[config.mk]
export PLATFORM = sky130hd
export DESIGN_NAME = mfp_packer
export DESIGN_NICKNAME = d
export VERILOG_FILES = /design/src/inc/mfp_pkg.sv /design/src/inc/mfp_if.sv /design/src/rtl/mfp_packer.sv /design/src/rtl/mfp_encoder.sv
export SDC_FILE = /design/constraint.sdc
export NUM_CORES = 1
export LEC_CHECK = 0
export ABC_CLOCK_PERIOD_IN_PS = 2250
export BUFFER_PORTS_ARGS = -buffer_cell sky130_fd_sc_hd__buf_4
export CAP_MARGIN = 5
export CORE_MARGIN = 3
export CORE_UTILIZATION = 48
export DETAILED_ROUTE_END_ITERATION = 8
export GPL_ROUTABILITY_DRIVEN = 0
export HOLD_SLACK_MARGIN = 0.12
export PLACE_DENSITY = 0.75
export SLEW_MARGIN = 20
export SYNTH_ARGS = -nofsm -noshare
export SYNTH_HDL_FRONTEND = slang
export SYNTH_SLANG_ARGS = --single-unit
export TNS_END_PERCENT = 1
[constraint.sdc]
create_clock -name CLK -period 2.25 [get_ports CLK]
set_clock_uncertainty 0.2 [all_clocks]
set_input_delay 0.45 -clock CLK [delete_from_list [all_inputs] [get_ports CLK]]
set_output_delay 0.45 -clock CLK [all_outputs]
set_load 0.02 [all_outputs]
[src/inc/mfp_pkg.sv]
// Purpose: Shared constants, format codes and helpers of the mono pixel packer.
// Assumes: 12-bit unsigned sensor samples, one byte sent per clock.
// Notes: Format codes double as the leader codes except where noted.
package mfp_pkg;

  localparam int unsigned PIX_W = 12;
  localparam int unsigned BYTE_W = 8;
  localparam int unsigned FMT_W = 3;
  localparam int unsigned LUMA_LSB = 4;
  localparam int unsigned NIB_W = 4;

  // Output encodings selectable by the host.
  localparam logic [2:0] FMT_GREY8 = 3'h0;
  localparam logic [2:0] FMT_WIDE_GREY = 3'h1;
  localparam logic [2:0] FMT_PACKED12 = 3'h2;
  localparam logic [2:0] FMT_CHROMA_FIRST_422 = 3'h3;
  localparam logic [2:0] FMT_LUMA_FIRST_422 = 3'h4;

  // Leader code for 12-bit grey, reported when the wide format carries 12 bits.
  localparam logic [2:0] LEADER_GREY12 = 3'h5;

  // Reset values and zero fill constants.
  localparam logic [2:0] FMT_RESET = FMT_GREY8;
  localparam logic [7:0] BYTE_RESET = 8'h00;
  localparam logic [7:0] CHROMA_ZERO = 8'h00;
  localparam logic [3:0] UPPER_ZERO = 4'h0;

  // Tells whether a code names a supported encoding.
  function automatic logic fmt_legal(input logic [2:0] f);
    fmt_legal = (f <= FMT_LUMA_FIRST_422);
  endfunction

  // Eight-bit luma is the upper eight bits of the 12-bit sample.
  function automatic logic [7:0] luma_of(input logic [11:0] p);
    luma_of = p[PIX_W-1:LUMA_LSB];
  endfunction

endpackage

[src/inc/mfp_if.sv]
// Purpose: Carries one pixel and its encoded bytes between control and encoder.
// Assumes: Purely combinational exchange inside one clock domain.
// Notes: The encoder yields one or two bytes for each pixel.
`timescale 1ns/1ps
`default_nettype none
interface mfp_if;
  logic [2:0] fmt;
  logic [11:0] pixel;
  logic odd;
  logic [3:0] even_low;
  logic two_bytes;
  logic [7:0] byte_a;
  logic [7:0] byte_b;

  modport enc (input fmt, pixel, odd, even_low, output two_bytes, byte_a, byte_b);
  modport ctl (output fmt, pixel, odd, even_low, input two_bytes, byte_a, byte_b);
endinterface
`default_nettype wire

[src/rtl/mfp_packer.sv]
// Purpose: Turns 12-bit mono samples into a byte stream in the selected format.
// Assumes: Pixel inputs are synchronous to CLK; the byte sink never stalls.
// Notes: The format is latched at each frame start that carries a legal code and holds for the frame.
`timescale 1ns/1ps
`default_nettype none

module mfp_packer (
  input wire logic CLK,
  input wire logic RST_N,
  input wire logic FRAME_START,
  input wire logic [2:0] FORMAT_SEL,
  input wire logic PIX_VALID,
  input wire logic [11:0] PIX_DATA,
  output logic PIX_READY,
  output logic BYTE_VALID,
  output logic [7:0] BYTE_DATA,
  output logic [2:0] LEADER_FORMAT
);

  typedef enum logic [1:0] {
    ST_TAKE = 2'b01,
    ST_SECOND = 2'b10
  } mfp_state_type;

  mfp_state_type state_q, state_d;
  logic ready_q, ready_d;
  logic valid_q, valid_d;
  logic [7:0] byte_q, byte_d;
  logic [7:0] held_q, held_d;
  logic odd_q, odd_d;
  logic [3:0] even_low_q, even_low_d;
  logic [2:0] fmt_q, fmt_d;
  logic [2:0] leader_q, leader_d;
  logic [2:0] fmt_now;
  logic odd_now;
  logic accept;

  mfp_if enc_bus ();

  ////////////////////////////////////////////////////////////////////////////
  // Encoding of the pixel being taken.

  // A frame start applies a legal new selection to the pixel in the same cycle; an illegal one keeps the old format.
  always_comb begin
    fmt_now = fmt_q;
    odd_now = odd_q;
    if (FRAME_START && ready_q) begin
      odd_now = 1'b0;
      if (mfp_pkg::fmt_legal(FORMAT_SEL)) begin
        fmt_now = FORMAT_SEL;
      end
    end
  end

  assign accept = PIX_VALID && ready_q;
  assign enc_bus.fmt = fmt_now;
  assign enc_bus.pixel = PIX_DATA;
  assign enc_bus.odd = odd_now;
  assign enc_bus.even_low = even_low_q;

  mfp_encoder u_encoder (
    .bus(enc_bus.enc)
  );

  ////////////////////////////////////////////////////////////////////////////
  // Byte sequencing and frame state.

  // Next state: send byte a at once, byte b one cycle later with input stalled.
  always_comb begin
    state_d = state_q;
    valid_d = 1'b0;
    byte_d = byte_q;
    held_d = held_q;
    odd_d = odd_now;
    even_low_d = even_low_q;
    fmt_d = fmt_now;
    leader_d = (fmt_now == mfp_pkg::FMT_WIDE_GREY) ? mfp_pkg::LEADER_GREY12 : fmt_now;
    unique case (state_q)
      ST_TAKE: begin
        if (accept) begin
          valid_d = 1'b1;
          byte_d = enc_bus.byte_a;
          held_d = enc_bus.byte_b;
          odd_d = !odd_now;
          if (!odd_now) begin
            even_low_d = PIX_DATA[mfp_pkg::NIB_W-1:0];
          end
          if (enc_bus.two_bytes) begin
            state_d = ST_SECOND;
          end
        end
      end
      ST_SECOND: begin
        valid_d = 1'b1;
        byte_d = held_q;
        state_d = ST_TAKE;
      end
    endcase
    ready_d = (state_d == ST_TAKE);
  end

  // Registers of the sequencer.
  always_ff @(posedge CLK or negedge RST_N) begin
    if (!RST_N) begin
      state_q <= ST_TAKE;
      ready_q <= 1'b1;
      valid_q <= 1'b0;
      byte_q <= mfp_pkg::BYTE_RESET;
      held_q <= mfp_pkg::BYTE_RESET;
      odd_q <= 1'b0;
      even_low_q <= mfp_pkg::UPPER_ZERO;
      fmt_q <= mfp_pkg::FMT_RESET;
      leader_q <= mfp_pkg::FMT_RESET;
    end else begin
      state_q <= state_d;
      ready_q <= ready_d;
      valid_q <= valid_d;
      byte_q <= byte_d;
      held_q <= held_d;
      odd_q <= odd_d;
      even_low_q <= even_low_d;
      fmt_q <= fmt_d;
      leader_q <= leader_d;
    end
  end

  // Outputs straight from flip-flops.
  assign PIX_READY = ready_q;
  assign BYTE_VALID = valid_q;
  assign BYTE_DATA = byte_q;
  assign LEADER_FORMAT = leader_q;
endmodule
`default_nettype wire

[src/rtl/mfp_encoder.sv]
// Purpose: Maps one pixel to its transmitted bytes for the selected encoding.
// Assumes: Caller tracks pixel pair phase and the held even low nibble.
// Notes: Combinational only; byte_b is meaningful when two_bytes is high.
`timescale 1ns/1ps
`default_nettype none
module mfp_encoder (
  mfp_if.enc bus
);

  // Byte selection for each encoding and pair phase.
  always_comb begin
    bus.two_bytes = 1'b0;
    bus.byte_a = mfp_pkg::luma_of(bus.pixel);
    bus.byte_b = mfp_pkg::BYTE_RESET;
    unique case (bus.fmt)
      mfp_pkg::FMT_WIDE_GREY: begin
        bus.two_bytes = 1'b1;
        bus.byte_a = bus.pixel[mfp_pkg::BYTE_W-1:0];
        bus.byte_b = {mfp_pkg::UPPER_ZERO, bus.pixel[mfp_pkg::PIX_W-1:mfp_pkg::BYTE_W]};
      end
      mfp_pkg::FMT_PACKED12: begin
        if (bus.odd) begin
          bus.two_bytes = 1'b1;
          bus.byte_a = {bus.pixel[mfp_pkg::NIB_W-1:0], bus.even_low};
          bus.byte_b = bus.pixel[mfp_pkg::PIX_W-1:mfp_pkg::LUMA_LSB];
        end else begin
          bus.byte_a = bus.pixel[mfp_pkg::PIX_W-1:mfp_pkg::LUMA_LSB];
        end
      end
      mfp_pkg::FMT_CHROMA_FIRST_422: begin
        bus.two_bytes = 1'b1;
        bus.byte_a = mfp_pkg::CHROMA_ZERO;
        bus.byte_b = mfp_pkg::luma_of(bus.pixel);
      end
      mfp_pkg::FMT_LUMA_FIRST_422: begin
        bus.two_bytes = 1'b1;
        bus.byte_a = mfp_pkg::luma_of(bus.pixel);
        bus.byte_b = mfp_pkg::CHROMA_ZERO;
      end
      default: begin
        bus.two_bytes = 1'b0;
      end
    endcase
  end

endmodule
`default_nettype wire

==> metrics.cfg, run 1 <==
[outcome]
run_status = completed

[drt]
wire_length_on_met2_mm = 2.255
avgRoutedWirePerCell_um = 17.56
vias_per_cell = 6.039
drt-pass1-iter-count = 5
dr_total_vias = 1558
drt_iter0_drc = 124
drt-total-wl_mm = 4.531
wl_met1_mm = 1.812
route.met3.wl_um = 346
antenna_left = 0
route.top_layer_used = met4
drc = 0

[clock_tree]
clock_path_buffers = 2
cts-buffers-inserted = 5
clkSlewWorstSetupHoldPaths_ps = 100
numClockSinks = 31
tritoncts_clock_tree = yes
clk-insertion-delay-late_ps = 320
cts-root-buf = sky130_fd_sc_hd__clkbuf_4
postcts_setup_bufs = 0
cts_max_level = 2

[global_routing]
grt_first_pass_wirelength_mm = 7.113
grt_use_total_pct = 22.34
grt_start_max_net_pins = 32
antenna_found_initial = 0
first_global_vias = 1562
global_route.overflow_total = 0

[layout]
final_core_util_pct = 69.17
areaGrowthSynthToFinish_pct = 32.50
drive_gt1_share_pct = 38.79
antenna-diode-count = 0
finalNetCount = 233

[worst_hold_path]
hp-class = input pin to flip-flop
worst_hold_startpoint = PIX_DATA[8]
whs_endpoint = held_q[4]$_DFFE_PN0P_
timing.hold.worst_path_depth = 2

[floorplan]
design.die.area_um2 = 4198
initial_core_util_pct = 52.20
core_area_um2 = 3178
ports = 32
die_width_um = 64.79
placementRows = 20
dieHeight_um = 64.79

[sta]
slew_headroom_pct = 70.99
fmax_mhz = 455.8
slew_violations = 0
setup_ws_ps = 56.00
period_needed_ps = 2194
worstMarginPinSlew_ps = 424.2
period_utilization_pct = 97.51
final-hold-violation-count = 0
setup_violations = 0

[synthesis]
yosysTopAreaCell = sky130_fd_sc_hd__dfrtp_1
synthesis.nets = 181
synth_top_cells_by_count = sky130_fd_sc_hd__dfrtp_1 (29), sky130_fd_sc_hd__nand2_1 (23), sky130_fd_sc_hd__a2111oi_0 (12)
synthesis.instances = 161
yosysMostFrequentCell = sky130_fd_sc_hd__dfrtp_1
asyncSetResetFlopFracSynth_pct = 100.0
synth-seq-cells = 31
yosysTopAreaCellShare_pct = 43.74
synth_area_um2 = 1659
primary_ff_master_synth = sky130_fd_sc_hd__dfrtp_1
netlist-cell-type-count = 47
synth.top_cells.by_area = sky130_fd_sc_hd__dfrtp_1 (44%), sky130_fd_sc_hd__a2111oi_0 (6.3%), sky130_fd_sc_hd__nand2_1 (5.2%)
synth_edf_count = 0
avgSynthCellArea_um2 = 10.30
synth_seq_area_share_pct = 46.91
yosysWarnings = 0

[power]
total_leakage_power_nw = 0.9990
power.switching_fraction_pct = 41.10
comb_power_share_pct = 56.9
power_switching_mw = 1.397
p_seq_share_pct = 29.7
vdd_ir_drop_max_mv = 0.6747
pwr-share-clk_pct = 13.4
total_design_power_mw = 3.399
power_per_cell_area_nw_per_um2 = 1546
power_report.internal_total_mw = 2.002

[worst_setup_path]
cp_data_required_time_ps = 2250
reg2reg_slack_ps = 60
data_arrival_time_at_the_worst_slack_endpoint_ps = 2200
r2r.worst_path.cells = 7
critPathKind = flip-flop to flip-flop
worstReg2RegStart = PIX_READY$_DFF_PN1_
critPathCaptureType = flip-flop
worst_setup_path_start_kind = flip-flop
rr_endpoint = BYTE_DATA[3]$_DFFE_PN0P_
crit_fanout = 6

[run]
timing.max_cap.violations = 0

[placed_design]
dpl_worst_slack_ps = -84.18
dp_hpwl_mm = 3.296
io_buffer_count = 31

registers in the layout, summed over array words and instances, names as in the netlist:
register          flops
BYTE_DATA             8
PIX_READY             1
enc_bus.even_low      4
LEADER_FORMAT         3
BYTE_VALID            1
held_q                8
odd_q                 1
fmt_q                 3
state_q               2
per-stage QoR:
stage	cell area (µm²)	hold WS, ps	cells	setup TNS [ps]
2_1_floorplan	1659	-45.59	161	0
3_5_place_dp	2054	208.1	249	-532.4
4_1_cts	2153	157.8	258	0
6_report	2198	167.5	258	0
3_3_place_gp	2054	201.6	249	0
5_1_grt	2198	165.5	258	-33.99
placed cells by master (no fill, tap or decap), types with 2 or more instances in the layout:
cell type,n
sky130_fd_sc_hd__a2111oi_0,5
sky130_fd_sc_hd__a2111oi_1,3
sky130_fd_sc_hd__a2111oi_2,4
sky130_fd_sc_hd__a21o_1,2
sky130_fd_sc_hd__a21oi_1,2
sky130_fd_sc_hd__a221o_1,4
sky130_fd_sc_hd__a22o_1,4
sky130_fd_sc_hd__and3_1,4
sky130_fd_sc_hd__buf_4,50
sky130_fd_sc_hd__clkbuf_4,5
sky130_fd_sc_hd__dfrtp_1,29
sky130_fd_sc_hd__dfstp_2,2
sky130_fd_sc_hd__inv_1,7
sky130_fd_sc_hd__mux2_2,5
sky130_fd_sc_hd__nand2_1,23
sky130_fd_sc_hd__nor2_1,4
sky130_fd_sc_hd__nor2b_1,2
sky130_fd_sc_hd__nor3_1,5
sky130_fd_sc_hd__o21a_1,6
sky130_fd_sc_hd__o21ai_0,10
sky130_fd_sc_hd__o22a_1,6
sky130_fd_sc_hd__o22ai_1,2
power by group through the flow:
stage                     Sequential (mW)  Clock [mW]  Combinational [mW]
after global placement               1.01           0                1.74
final                                1.01       0.455                1.93
after floorplan                      1.12           0               0.954
after CTS                            1.01       0.460                1.81
after detailed placement             1.02           0                1.80
after global routing                 1.04       0.490                2.08
metal layers:
metal  vias up  global-route usage (%)
met1       730                   26.64
met4         0                   9.763
met3        22                   3.986
met5         -                       0
met2        87                   39.08
li1        719                       -
how the worst max path moves through the flow:
| stage | to | start | slack (ps) |
|---|---|---|---|
| global placement | held_q[0]$_DFFE_PN0P_ | FORMAT_SEL[2] | 9 |
| CTS | BYTE_DATA[2]$_DFFE_PN0P_ | PIX_READY$_DFF_PN1_ | 40 |
| finish | BYTE_DATA[3]$_DFFE_PN0P_ | PIX_READY$_DFF_PN1_ | 60 |
| global route | BYTE_DATA[2]$_DFFE_PN0P_ | PIX_READY$_DFF_PN1_ | -30 |
| floorplan | BYTE_DATA[5]$_DFFE_PN0P_ | PIX_READY$_DFF_PN1_ | 170 |
| detailed placement | held_q[3]$_DFFE_PN0P_ | FORMAT_SEL[2] | -80 |
worst max-delay path: stages, from the launching register on:
cell	delay [ps]
sky130_fd_sc_hd__dfstp_2	570
sky130_fd_sc_hd__and3b_2	260
sky130_fd_sc_hd__o32ai_4	140
sky130_fd_sc_hd__buf_4	170
sky130_fd_sc_hd__buf_4	150
sky130_fd_sc_hd__o21a_1	100
sky130_fd_sc_hd__a2111oi_0	400
sky130_fd_sc_hd__nor3_1	80
cell families after synthesis:
| kind of cell | Yosys count | share of synthesized area (%) |
|---|---|---|
| AND/OR/NAND/NOR | 52 | 16.37 |
| adder cells (fa/ha/maj) | 1 | 0.7540 |
| flip-flops | 31 | 46.91 |
| AO/OA/AOI/OAI | 58 | 28.66 |
| buffers and inverters | 14 | 3.921 |
| multiplexers | 5 | 3.393 |
layout make-up:
class / count / area, µm²
sequential: 31 / 778.2
clock buffer: 6 / 51.30
inverter: 8 / 30.03
clock inverter: 2 / 35.03
multi-input combinational: 116 / 863.3
timing repair buffer: 51 / 385.4
tap: 44 / 55.05
fill: 244 / 979.7
timing repair:
item | in CTS | in global routing
gates resized for setup | 1 | 14
endpoints found under the setup margin | 7 | 5
hold buffers | 1 | 0
pin swaps | 0 | 1
hold endpoints to repair | 29 | 0
(Power assumes the default switching activity.)
==> inputs of run 2 (changes only) <==
CORE_UTILIZATION = 40   (was 48)
PLACE_DENSITY = 0.65   (was 0.75)
==> run 2 against run 1 <==
Sequential share of layout area down 0.54 points. First-iteration DRC count is 44% lower. Core utilization fell by 11 points. Largest cell class unchanged. Clock-buffer cell count did not move. Worst setup slack is essentially flat. Critical path type unchanged. Power rose by 0.13%. Fmax about the same.
==> metrics.cfg, run 2 (synthesis gave the netlist of run 1 again) <==
[drt]
vias_per_cell = 5.712
drt_iter0_drc = 69
drt-pass1-iter-count = 4
drc = 0
avgRoutedWirePerCell_um = 17.25
antenna_left = 0
dr_total_vias = 1508
drt-total-wl_mm = 4.554

[floorplan]
ports = 32
initial_core_util_pct = 43.36
dieHeight_um = 70.40
die_width_um = 70.40
core_area_um2 = 3826
placementRows = 22
design.die.area_um2 = 4956

[clock_tree]
numClockSinks = 31
cts-buffers-inserted = 5
cts_max_level = 2
clk-insertion-delay-late_ps = 280
clock_path_buffers = 2
cts-root-buf = sky130_fd_sc_hd__clkbuf_8
clkSlewWorstSetupHoldPaths_ps = 60
tritoncts_clock_tree = yes

[power]
power_per_cell_area_nw_per_um2 = 1525
vdd_ir_drop_max_mv = 0.6368
total_leakage_power_nw = 1.017

[worst_setup_path]
crit_fanout = 10
cp_data_required_time_ps = 2200
critPathKind = flip-flop to flip-flop
cp_top_family = compound AO/OA/AOI/OAI gates
critPathCaptureType = flip-flop
data_arrival_time_at_the_worst_slack_endpoint_ps = 2150
crit_chain = nand2_2 -> o32ai_4 -> buf_6 -> nor2_4 -> a2111oi_0 -> nor3_1
reg2reg_slack_ps = 60
worst_setup_path_start_kind = flip-flop
critical_path.slowest_cell = sky130_fd_sc_hd__dfstp_2
critPathBufInv = 1
max_stage_delay_ps = 560

[sta]
period_needed_ps = 2194
fmax_mhz = 455.7
grt_setup_unrepaired = yes
setup_violations = 0
period_utilization_pct = 97.53
setup_ws_ps = 55.64
slew_headroom_pct = 56.72
final-hold-violation-count = 0
slew_violations = 0
worstMarginPinSlew_ps = 647.9

[layout]
mostFrequentLayoutCells = sky130_fd_sc_hd__buf_4 (52), sky130_fd_sc_hd__dfrtp_1 (29), sky130_fd_sc_hd__nand2_1 (22)
finalInstanceArea_um2 = 2232
drive_gt1_share_pct = 39.35
areaGrowthSynthToFinish_pct = 34.54
most_common_library_cell_in_the_layout_ignoring_fill_and_taps = sky130_fd_sc_hd__buf_4
final_core_util_pct = 58.34
finalNetCount = 236
antenna-diode-count = 0

[placed_design]
io_buffer_count = 31
dpl_worst_slack_ps = 0.8418
postPlaceCellArea_um2 = 2082
dp_hpwl_mm = 3.307

[outcome]
run_status = completed

[global_routing]
first_global_vias = 1595
grt_start_max_net_pins = 32
grt_first_pass_wirelength_mm = 7.783
antenna_found_initial = 0
global_route.overflow_total = 0
grt_use_total_pct = 19.97

[worst_hold_path]
hp-class = input pin to flip-flop

[run]
timing.max_cap.violations = 0

## run 2: cell types whose count changed in the layout (fill, tap and decap cells not counted), moves of 2 or more
cell                        delta
sky130_fd_sc_hd__a2111oi_2     +2
sky130_fd_sc_hd__clkbuf_4      -5
sky130_fd_sc_hd__clkbuf_8      +5
sky130_fd_sc_hd__buf_4         +2
sky130_fd_sc_hd__a2111oi_0     -2
## run 2: area by class of cell
cell class | instances | area (µm²)
inverter | 8 | 30.03
timing repair buffer | 54 | 411.6
fill | 346 | 1594
tap | 48 | 60.06
multi-input combinational | 116 | 864.6
sequential | 31 | 778.2
clock inverter | 1 | 5.005
clock buffer | 6 | 82.58
## run 2: repair_timing
| item | CTS | global route |
|---|---|---|
| hold endpoints to repair | 29 | 0 |
| setup buffers | 0 | 0 |
| endpoints found under the setup margin | 0 | 7 |
| hold buffers | 1 | 0 |
| resized for setup | 0 | 19 |
## run 2: path summary, 6_finish.rpt
check | start | endpoint | depth (start not counted)
setup / recovery | PIX_READY$_DFF_PN1_ | BYTE_DATA[1]$_DFFE_PN0P_ | 6
hold reg to reg | enc_bus.even_low[3]$_DFFE_PN0P_ | enc_bus.even_low[3]$_DFFE_PN0P_ | 1
min in group asynchronous | RST_N | BYTE_DATA[7]$_DFFE_PN0P_ | 2
max in group asynchronous | RST_N | state_q[0]$_DFF_PN1_ | 2
hold / removal | PIX_DATA[11] | held_q[7]$_DFFE_PN0P_ | 2
setup reg to reg | PIX_READY$_DFF_PN1_ | BYTE_DATA[1]$_DFFE_PN0P_ | 6
## run 2: through the flow
stage	TNS [ps]	power, mW	std cells	hold slack [ps]
floorplan	0	2.079	161	-45.59
global placement	0	2.783	256	208.1
detailed placement	0	2.824	256	207.5
CTS	0	3.294	264	199.7
global route	-53.04	3.662	264	203.5
finish	0	3.403	264	204.2
## run 2: worst reg2reg max path: cells and delay by family (launching register included)
family / cells / cell delay (ps)
flops: 1 / 560
compound gates: 2 / 840
buf+inv: 1 / 200
simple gates: 3 / 270
## run 2: routing by layer
metal	up-vias	global-route usage, %	share of wire [%]
li1	723	-	-
met1	734	25.97	43
met2	42	31.81	50
met3	9	5.755	5.6
met4	0	6.383	1.4
met5	-	0	0
## run 2: power by group
group | switching (mW) | internal, mW | total, mW
logic | 1.02 | 0.928 | 1.94
clock network | 0.204 | 0.240 | 0.444
registers | 0.174 | 0.840 | 1.01
total | 1.40 | 2.01 | 3.40
